**src/verilog/rcp_pkg.sv**
```systemverilog
// Package for the reset-cause and power-mode sequencer: addresses, fields, reset values, counts, states
package rcp_pkg;

  // ********************************
  // Register addresses
  // ********************************
  localparam logic [7:0] RCP_ADDR_PMC = 8'h87;
  localparam logic [7:0] RCP_ADDR_RCV = 8'hB1;
  localparam logic [7:0] RCP_ADDR_CKC = 8'hB6;
  localparam logic [7:0] RCP_ADDR_WRC = 8'hAD;

  // ********************************
  // Field positions
  // ********************************
  localparam int RCP_PMC_IDLE = 0;
  localparam int RCP_PMC_STOP = 1;
  localparam int RCP_PMC_UF0 = 2;
  localparam int RCP_PMC_UF1 = 3;
  localparam int RCP_PMC_BAUD = 7;
  localparam int RCP_RCV_CAUSE = 0;
  localparam int RCP_RCV_ROM = 1;
  localparam int RCP_CKC_HALT = 1;
  localparam int RCP_WRC_BUSY = 4;

  // Reserved bits 6..4 never stored
  localparam logic [7:0] RCP_PMC_MASK = 8'h8F;

  // ********************************
  // Reset values
  // ********************************
  localparam logic [7:0] RCP_PMC_INIT = 8'h00;
  localparam logic [1:0] RCP_RCV_INIT = 2'h2;
  localparam logic [1:0] RCP_RCV_WDT = 2'h1;
  localparam logic [7:0] RCP_CKC_INIT = 8'h00;

  // ********************************
  // Reset vectors
  // ********************************
  localparam logic [15:0] RCP_VEC_RAM = 16'h0000;
  localparam logic [15:0] RCP_VEC_ROM = 16'h8000;

  // ********************************
  // Startup counts
  // ********************************
  localparam logic [7:0] RCP_SLOW_POR = 8'h0E;
  localparam logic [7:0] RCP_SLOW_WDT = 8'h0C;
  localparam logic [7:0] RCP_SLOW_EXT = 8'h03;
  localparam logic [7:0] RCP_SLOW_RTC = 8'h03;
  localparam logic [7:0] RCP_XTAL_RST = 8'h18;
  localparam logic [7:0] RCP_XTAL_WAKE = 8'h34;

  typedef enum logic [3:0] {
    RCP_ST_RST_LOAD = 4'b0000,
    RCP_ST_RST_SLOW = 4'b0001,
    RCP_ST_RST_XTAL = 4'b0010,
    RCP_ST_RUN = 4'b0011,
    RCP_ST_IDLE = 4'b0100,
    RCP_ST_STOP = 4'b0101,
    RCP_ST_PD_CLK = 4'b0110,
    RCP_ST_PD_REG = 4'b0111,
    RCP_ST_PD_SLEEP = 4'b1000,
    RCP_ST_WAKE_SLOW = 4'b1001,
    RCP_ST_WAKE_XTAL = 4'b1010
  } rcp_state_e;

endpackage : rcp_pkg

```
**src/verilog/rcp_cnt_if.sv**
```systemverilog
// Interface between the sequencer and one of its down counters
`timescale 1ns/100ps
interface rcp_cnt_if;
  logic load;
  logic [7:0] load_val;
  logic step;
  logic zero;

  modport ctl (output load, output load_val, output step, input zero);
  modport cnt (input load, input load_val, input step, output zero);
endinterface : rcp_cnt_if

```
**src/verilog/rcp_cnt.sv**
```systemverilog
// Loadable down counter used for slow-oscillator and crystal startup counts
`timescale 1ns/100ps
module rcp_cnt (
  // Clock and reset
  input wire logic sys_clk,
  input wire logic reset,
  // Control
  rcp_cnt_if.cnt cif
);

  logic [7:0] count_r;

  always_ff @(posedge sys_clk or posedge reset) begin
    if (reset) begin
      count_r <= 8'h00;
    end else if (cif.load) begin
      count_r <= cif.load_val;
    end else if (cif.step && (count_r != 8'h00)) begin
      count_r <= count_r - 8'h01;
    end
  end

  // Zero only when not being reloaded, so a load never looks done
  assign cif.zero = (count_r == 8'h00) && !cif.load;

endmodule : rcp_cnt

```
**src/verilog/rcp_sync.sv**
```systemverilog
// Three-stage synchroniser with rising-edge pulse for the slow oscillator pin
`timescale 1ns/100ps
module rcp_sync (
  // Clock and reset
  input wire logic sys_clk,
  input wire logic reset,
  // Pin side
  input wire logic pin_in,
  // Synchronised side
  output logic rise
);

  logic s1_r;
  logic s2_r;
  logic s3_r;
  logic level_r;

  always_ff @(posedge sys_clk or posedge reset) begin
    if (reset) begin
      s1_r <= 1'b0;
      s2_r <= 1'b0;
      s3_r <= 1'b0;
      level_r <= 1'b0;
      rise <= 1'b0;
    end else begin
      s1_r <= pin_in;
      s2_r <= s1_r;
      s3_r <= s2_r;
      // A change counts only when the two later stages agree
      if (s2_r == s3_r) begin
        level_r <= s3_r;
      end
      rise <= (s2_r == s3_r) && s3_r && !level_r;
    end
  end

endmodule : rcp_sync

```
**src/verilog/rcp_seq.sv**
```systemverilog
// Reset-cause, reset-vector and power-mode sequencer with its special function registers
// Functional notes
// - Cause bit 0: 0 power-on, 1 other
// - Cleared cause bit requests code reload
// - Bit 1 picks vector 0x0000 or 0x8000
// - Cause register two bits, reset value 02
// - Watchdog reset resumes loaded program at zero
// - Idle bit suspends CPU after instruction completes
// - Enabled interrupt clears idle, CPU resumes
// - Watchdog reset ends idle, full reset
// - Stop bit suspends; only watchdog ends it
// - Clock-halt bit: controlled clock/regulator shutdown
// - Power-down ends on external, RTC, watchdog
// - Watchdog in power-down runs full reset
// - Reset startup: 14/12 slow plus 24 crystal
// - Wake: 3 slow plus 52 crystal cycles
// - Power bit 7 doubles baud; 6-4 reserved
// - Power bits 3,2 are plain user flags
// - Interface control bit 4 reads busy
`timescale 1ns/100ps
module rcp_seq
  import rcp_pkg::*;
(
  // Clock and power-on reset
  input wire logic sys_clk,
  input wire logic reset,
  // Special function register port
  input wire logic [7:0] sfr_addr,
  input wire logic sfr_wr,
  input wire logic [7:0] sfr_wdata,
  input wire logic sfr_rd,
  output logic [7:0] sfr_rdata,
  // CPU core
  input wire logic instr_done,
  input wire logic irq_wake,
  output logic cpu_hold,
  output logic cpu_reset,
  output logic [15:0] reset_vector,
  output logic boot_reload,
  output logic baud_doubler,
  // Wake and reset sources
  input wire logic wdt_reset,
  input wire logic ext_irq_wake,
  input wire logic rtc_wake,
  input wire logic wrc_busy,
  // Slow oscillator pin
  input wire logic slow_oscillator,
  // Power control
  output logic clk_stop,
  output logic regulator_off,
  output logic idle_active,
  output logic stop_active,
  output logic power_down
);

  // ********************************
  // Declarations
  // ********************************
  rcp_state_e state_r;
  rcp_state_e state_nxt;
  logic [7:0] pmc_r;
  logic [7:0] pmc_nxt;
  logic [1:0] rcv_r;
  logic [1:0] rcv_nxt;
  logic [7:0] ckc_r;
  logic [7:0] ckc_nxt;
  logic slow_rise;
  logic idle_clr;
  logic halt_clr;
  logic in_reset;
  logic [7:0] read_mux;

  rcp_cnt_if slow_if ();
  rcp_cnt_if xtal_if ();

  // ********************************
  // Submodules
  // ********************************
  rcp_sync u_slow_sync (
    .sys_clk(sys_clk),
    .reset(reset),
    .pin_in(slow_oscillator),
    .rise(slow_rise)
  );

  rcp_cnt u_slow_cnt (
    .sys_clk(sys_clk),
    .reset(reset),
    .cif(slow_if.cnt)
  );

  rcp_cnt u_xtal_cnt (
    .sys_clk(sys_clk),
    .reset(reset),
    .cif(xtal_if.cnt)
  );

  // ********************************
  // Register access decode
  // ********************************
  wire wr_pmc = sfr_wr && !in_reset && (sfr_addr == RCP_ADDR_PMC);
  wire wr_rcv = sfr_wr && !in_reset && (sfr_addr == RCP_ADDR_RCV);
  wire wr_ckc = sfr_wr && !in_reset && (sfr_addr == RCP_ADDR_CKC);

  assign in_reset = (state_r == RCP_ST_RST_LOAD) || (state_r == RCP_ST_RST_SLOW) ||
                    (state_r == RCP_ST_RST_XTAL);

  always_comb begin
    if (sfr_addr == RCP_ADDR_PMC) begin
      read_mux = pmc_r & RCP_PMC_MASK;
    end else if (sfr_addr == RCP_ADDR_RCV) begin
      read_mux = {6'h00, rcv_r};
    end else if (sfr_addr == RCP_ADDR_CKC) begin
      read_mux = ckc_r;
    end else if (sfr_addr == RCP_ADDR_WRC) begin
      read_mux = 8'h00;
      read_mux[RCP_WRC_BUSY] = wrc_busy;
    end else begin
      read_mux = 8'h00;
    end
  end

  // ********************************
  // Register next values
  // ********************************
  always_comb begin
    pmc_nxt = pmc_r;
    rcv_nxt = rcv_r;
    ckc_nxt = ckc_r;
    if (idle_clr) begin
      pmc_nxt[RCP_PMC_IDLE] = 1'b0;
    end
    if (halt_clr) begin
      ckc_nxt[RCP_CKC_HALT] = 1'b0;
    end
    // A software write in the same cycle wins over a hardware clear
    if (wr_pmc) begin
      pmc_nxt = sfr_wdata & RCP_PMC_MASK;
    end
    if (wr_rcv) begin
      rcv_nxt = sfr_wdata[1:0];
    end
    if (wr_ckc) begin
      ckc_nxt = sfr_wdata;
    end
    // Watchdog reset restores power and clock-control registers, cause register loads 01
    if (wdt_reset) begin
      pmc_nxt = RCP_PMC_INIT;
      ckc_nxt = RCP_CKC_INIT;
      rcv_nxt = RCP_RCV_WDT;
    end
  end

  always_ff @(posedge sys_clk or posedge reset) begin
    if (reset) begin
      pmc_r <= RCP_PMC_INIT;
      rcv_r <= RCP_RCV_INIT;
      ckc_r <= RCP_CKC_INIT;
    end else begin
      pmc_r <= pmc_nxt;
      rcv_r <= rcv_nxt;
      ckc_r <= ckc_nxt;
    end
  end

  // ********************************
  // Sequencer
  // ********************************
  always_comb begin
    state_nxt = state_r;
    slow_if.load = 1'b0;
    slow_if.load_val = 8'h00;
    slow_if.step = slow_rise;
    xtal_if.load = 1'b0;
    xtal_if.load_val = 8'h00;
    xtal_if.step = 1'b1;
    idle_clr = 1'b0;
    halt_clr = 1'b0;
    if (wdt_reset) begin
      state_nxt = RCP_ST_RST_LOAD;
    end else begin
      case (state_r)
        RCP_ST_RST_LOAD: begin
          slow_if.load = 1'b1;
          // Cause bit tells power-on from watchdog start
          slow_if.load_val = rcv_r[RCP_RCV_CAUSE] ? RCP_SLOW_WDT : RCP_SLOW_POR;
          state_nxt = RCP_ST_RST_SLOW;
        end
        RCP_ST_RST_SLOW: begin
          if (slow_if.zero) begin
            xtal_if.load = 1'b1;
            xtal_if.load_val = RCP_XTAL_RST;
            state_nxt = RCP_ST_RST_XTAL;
          end
        end
        RCP_ST_RST_XTAL: begin
          if (xtal_if.zero) begin
            state_nxt = RCP_ST_RUN;
          end
        end
        RCP_ST_RUN: begin
          // Entry only once the setting instruction has completed
          if (instr_done && ckc_r[RCP_CKC_HALT]) begin
            state_nxt = RCP_ST_PD_CLK;
          end else if (instr_done && pmc_r[RCP_PMC_STOP]) begin
            state_nxt = RCP_ST_STOP;
          end else if (instr_done && pmc_r[RCP_PMC_IDLE]) begin
            state_nxt = RCP_ST_IDLE;
          end
        end
        RCP_ST_IDLE: begin
          if (irq_wake) begin
            idle_clr = 1'b1;
            state_nxt = RCP_ST_RUN;
          end
        end
        RCP_ST_STOP: begin
          state_nxt = RCP_ST_STOP;
        end
        RCP_ST_PD_CLK: begin
          // Clock stops one cycle before the regulators drop
          state_nxt = RCP_ST_PD_REG;
        end
        RCP_ST_PD_REG: begin
          state_nxt = RCP_ST_PD_SLEEP;
        end
        RCP_ST_PD_SLEEP: begin
          if (ext_irq_wake) begin
            slow_if.load = 1'b1;
            slow_if.load_val = RCP_SLOW_EXT;
            state_nxt = RCP_ST_WAKE_SLOW;
          end else if (rtc_wake) begin
            slow_if.load = 1'b1;
            slow_if.load_val = RCP_SLOW_RTC;
            state_nxt = RCP_ST_WAKE_SLOW;
          end
        end
        RCP_ST_WAKE_SLOW: begin
          if (slow_if.zero) begin
            xtal_if.load = 1'b1;
            xtal_if.load_val = RCP_XTAL_WAKE;
            state_nxt = RCP_ST_WAKE_XTAL;
          end
        end
        RCP_ST_WAKE_XTAL: begin
          if (xtal_if.zero) begin
            halt_clr = 1'b1;
            state_nxt = RCP_ST_RUN;
          end
        end
        default: begin
          state_nxt = RCP_ST_RST_LOAD;
        end
      endcase
    end
  end

  always_ff @(posedge sys_clk or posedge reset) begin
    if (reset) begin
      state_r <= RCP_ST_RST_LOAD;
    end else begin
      state_r <= state_nxt;
    end
  end

  // ********************************
  // Output decode
  // ********************************
  wire nxt_reset = (state_nxt == RCP_ST_RST_LOAD) || (state_nxt == RCP_ST_RST_SLOW) ||
                   (state_nxt == RCP_ST_RST_XTAL);
  wire nxt_pd = (state_nxt == RCP_ST_PD_CLK) || (state_nxt == RCP_ST_PD_REG) ||
                (state_nxt == RCP_ST_PD_SLEEP) || (state_nxt == RCP_ST_WAKE_SLOW) ||
                (state_nxt == RCP_ST_WAKE_XTAL);
  wire nxt_clk_stop = (state_nxt == RCP_ST_PD_CLK) || (state_nxt == RCP_ST_PD_REG) ||
                      (state_nxt == RCP_ST_PD_SLEEP) || (state_nxt == RCP_ST_WAKE_SLOW);
  wire nxt_reg_off = (state_nxt == RCP_ST_PD_REG) || (state_nxt == RCP_ST_PD_SLEEP);
  wire [15:0] nxt_vector = rcv_nxt[RCP_RCV_ROM] ? RCP_VEC_ROM : RCP_VEC_RAM;

  always_ff @(posedge sys_clk or posedge reset) begin
    if (reset) begin
      sfr_rdata <= 8'h00;
      cpu_hold <= 1'b1;
      cpu_reset <= 1'b1;
      reset_vector <= RCP_VEC_ROM;
      boot_reload <= 1'b1;
      baud_doubler <= 1'b0;
      clk_stop <= 1'b0;
      regulator_off <= 1'b0;
      idle_active <= 1'b0;
      stop_active <= 1'b0;
      power_down <= 1'b0;
    end else begin
      if (sfr_rd) begin
        sfr_rdata <= read_mux;
      end
      cpu_hold <= (state_nxt != RCP_ST_RUN);
      cpu_reset <= nxt_reset;
      reset_vector <= nxt_vector;
      // Boot loader reloads code RAM while the cause bit reads zero
      boot_reload <= !rcv_nxt[RCP_RCV_CAUSE];
      baud_doubler <= pmc_nxt[RCP_PMC_BAUD];
      clk_stop <= nxt_clk_stop;
      regulator_off <= nxt_reg_off;
      idle_active <= (state_nxt == RCP_ST_IDLE);
      stop_active <= (state_nxt == RCP_ST_STOP);
      power_down <= nxt_pd;
    end
  end

endmodule : rcp_seq

```
**config.mk**
```make
export PLATFORM = sky130hd
export DESIGN_NAME = rcp_seq
export DESIGN_NICKNAME = d
export VERILOG_FILES = /design/src/verilog/rcp_pkg.sv /design/src/verilog/rcp_cnt_if.sv /design/src/verilog/rcp_cnt.sv /design/src/verilog/rcp_sync.sv /design/src/verilog/rcp_seq.sv
export SDC_FILE = /design/constraint.sdc
export NUM_CORES = 1
export LEC_CHECK = 0
export BUFFER_PORTS_ARGS = -buffer_cell sky130_fd_sc_hd__buf_2
export CAP_MARGIN = 10
export CORE_UTILIZATION = 49
export DETAILED_ROUTE_END_ITERATION = 10
export PLACE_DENSITY = 0.86
export SETUP_SLACK_MARGIN = 0.1
export SYNTH_ARGS = -nofsm -noshare
export SYNTH_HDL_FRONTEND = slang
export SYNTH_SLANG_ARGS = --single-unit
```
**constraint.sdc**
```tcl
create_clock -name sys_clk -period 2.4 [get_ports sys_clk]
set_clock_uncertainty 0.2 [all_clocks]
set_input_delay 0.24 -clock sys_clk [delete_from_list [all_inputs] [get_ports sys_clk]]
set_output_delay 0.24 -clock sys_clk [all_outputs]
set_load 0.01 [all_outputs]
```
==> impl_metrics.toml <==
[die]
start_util = 0.5147
chipHeight_um = 78.52
design.die.area_mm2 = 0.006165
io_pins = 60
core_area_mm2 = 0.005574
die_x_um = 78.52
rows = 27

[global_routing]
grt_start_max_net_pins = 31
grt_pass1_vias = 2311
grt_antenna_before_repair = 0
grt_overflow = 0
grt_pass1_wl_um = 10390
gr-usage-all-layers = 0.2162

[drt]
vias = 2367
drt_wl_total_um = 6336
viasPerCell = 5.367
antenna_left = 0
firstDrtPassIters = 4
routedWlPerCell_um = 14.37
drt-initial-drc-count = 168
remaining_drc_errors = 0

[timing]
relSlewSlack = 0.6025
rsz0062_at_grt = "yes"
tightest_slew_ns = 0.5953
setup_ws_ns = 0.07548
fmax_mhz = 430.2
slew_violations = 0
post-route-min-period_ns = 2.325
finalCritPeriodShare = 0.9685
hold_viol_final = 0
setup_viol = 0

[yosys]
synth_top_area_frac = 0.4536
synth_ff_type = "dfrtp_1"
synth.area.top_cells = "dfrtp_1 (45%), buf_4 (4.4%), a21oi_1 (4.2%), dfstp_2 (3.7%), nor2_1 (3.5%)"
synth-seq-cells = 56
synth-edff-count = 0
yosysTopAreaCell = "dfrtp_1"
syn_area_per_cell_um2 = 9.500
seq_area_frac_synth = 0.4902
ys_types = 47
syn_area_mm2 = 0.002869
async_reset_ff_frac = 1.000
synthCells = 302
synth_warnings = 0

[finish]
finalCoreUtilization = 0.6207
drive_gt1_frac = 0.2575
syn_to_final_growth_pct = 20.58
post_layout_nonfiller_instances = 441
diodes = 0
design_area_mm2 = 0.003460
layout.nets = 399

[worst_setup_path]
criticalPathCategory = "register to register"
crit_fanout = 5
start_kind = "register"
cp_data_required_time_ns = 2.41
reg2reg_slack_ns = 0.08
crit_arrival_ns = 2.34
end_kind = "register"

[power_and_ir_drop]
internal_power_mw = 1.580
combinationalPowerShare = 0.262
switching_share = 0.3284
p_sw_mw = 0.7727
peakVddDrop_uv = 414.3
p_clk_frac = 0.235
seqPwrFrac = 0.503
power_density_mw_per_mm2 = 680.1
leakage_nw = 1.562

[clock_network]
clock_latency_ns = 0.32
cts_root_buf = "clkbuf_8"
clk_pin_slew_ns = 0.11
cts.path.max_buffers = 2
htree_levels = 2
numCtsBuffers = 5
cts_tree = "built"
clock_sinks = 56

[placement]
gp_congestion = 0.8406
place_area_mm2 = 0.003193
hpwl_um = 4325
place_inst = 418
pre_cts_slack_ns = 0.03000
port_buffers = 44

[job]
max_cap_violations = 0

[worst_hold_path]
min_path_type = "input port to register"

[status]
status = "complete, no violations"
[stage by stage]
| stage | power (mW) | TNS (ns) | hold slack [ns] |
|---|---|---|---|
| detailed placement | 1.716 | 0 | 0.1342 |
| CTS | 2.275 | 0 | 0.09126 |
| global placement | 1.676 | 0 | 0.1312 |
| global route | 2.484 | -0.008607 | 0.1113 |
| floorplan | 1.559 | 0 | 0.07143 |
| finish | 2.353 | 0 | 0.09824 |
[layer usage]
metal	vias up	wire (um)	GRT usage
met5	-	0	0
met4	0	82	0.06296
met3	13	298	0.04302
met2	77	3157	0.3635
met1	1125	2798	0.2816
li1	1152	-	-
[kinds of logic after synthesis]
family / count (synthesis) / share of synthesized area
DFF: 56 / 0.4902
adders and majority gates: 4 / 0.01745
and+or+nand+nor: 117 / 0.2141
AOI/OAI and AO/OA: 64 / 0.1422
xor gates and xnor gates: 8 / 0.02442
buffers and inverters: 43 / 0.07850
muxes: 9 / 0.03184
other: 1 / 0.001307
[worst max-delay path: stages (launching register included)]
cell and delay [ns]:
dfrtp_1 0.41, inv_2 0.10, ha_4 0.13, or3b_4 0.38, or3b_4 0.40, a32oi_2 0.22
and2_4 0.20, and3b_1 0.18
[flip-flops by register name (all words and copies together), names as in the netlist, 4 cells and up]
name,cells
u_xtal_cnt.count_r,8
sfr_rdata,8
pmc_r,5
u_slow_cnt.count_r,8
state_r,4
ckc_r,8
[cells in the final DEF (no fill, tap or decap), types with 3 or more instances in the layout]
cell / n
dfrtp_1: 51
buf_2: 44
nor2_1: 27
nand2_1: 24
a21oi_1: 24
buf_4: 19
conb_1: 15
o21ai_0: 14
nand3_1: 12
inv_1: 11
nand2b_1: 11
dlygate4sd3_1: 10
mux2i_1: 8
nor4_1: 7
or3_1: 6
xnor2_1: 6
nor3_1: 5
clkbuf_8: 5
nand4b_1: 4
a22oi_1: 4
dfstp_2: 4
a211oi_1: 3
inv_2: 3
a31oi_1: 3
nor2b_1: 3
ha_1: 3
[layout make-up]
type	instances	area (um^2)
clock buffer	5	68.82
clock inverter	3	27.53
fill	457	2115
inverter	14	52.55
multi-input combinational	217	1330
sequential	56	1408
tap	72	90.09
timing repair buffer	74	483.0
[power groups by stage]
stage | Combinational (mW) | Sequential, mW | Clock, mW
after global placement | 0.485 | 1.19 | 0
final | 0.616 | 1.18 | 0.552
after detailed placement | 0.522 | 1.19 | 0
after floorplan | 0.384 | 1.18 | 0
after global routing | 0.689 | 1.20 | 0.597
after CTS | 0.536 | 1.18 | 0.556
[worst paths after layout]
check,endpoint,from,depth (start not counted)
min in group asynchronous,sfr_rdata[2],reset,3
max reg2reg,stop_active,u_slow_cnt.count_r[1],7
max in group asynchronous,cpu_hold,reset,4
min,sfr_rdata[4],sfr_addr[4],4
max,stop_active,u_slow_cnt.count_r[1],7
min reg2reg,u_slow_sync.s2_r,u_slow_sync.s1_r,0
[cells in the mapped netlist (4+ instances only)]
master	n
a21oi_1	24
a22oi_1	4
buf_4	17
clkbuf_1	10
dfrtp_1	52
dfstp_2	4
ha_1	4
inv_1	14
mux2i_1	8
nand2_1	25
nand2b_1	11
nand3_1	12
nand4b_1	4
nor2_1	27
nor2b_1	5
nor3_1	5
nor4_1	8
o21ai_0	14
or3_1	6
xnor2_1	6
[what timing repair did]
| item | 4_1_cts | 5_1_grt |
|---|---|---|
| gates resized for setup | 2 | 9 |
| pin swaps | 0 | 3 |
| endpoints found under the setup margin | 2 | 18 |
| setup buffers | 0 | 5 |
| hold buffers | 10 | 0 |
| endpoints found under the hold margin | 41 | 0 |
No activity file was read; power rests on OpenSTA's default activity.
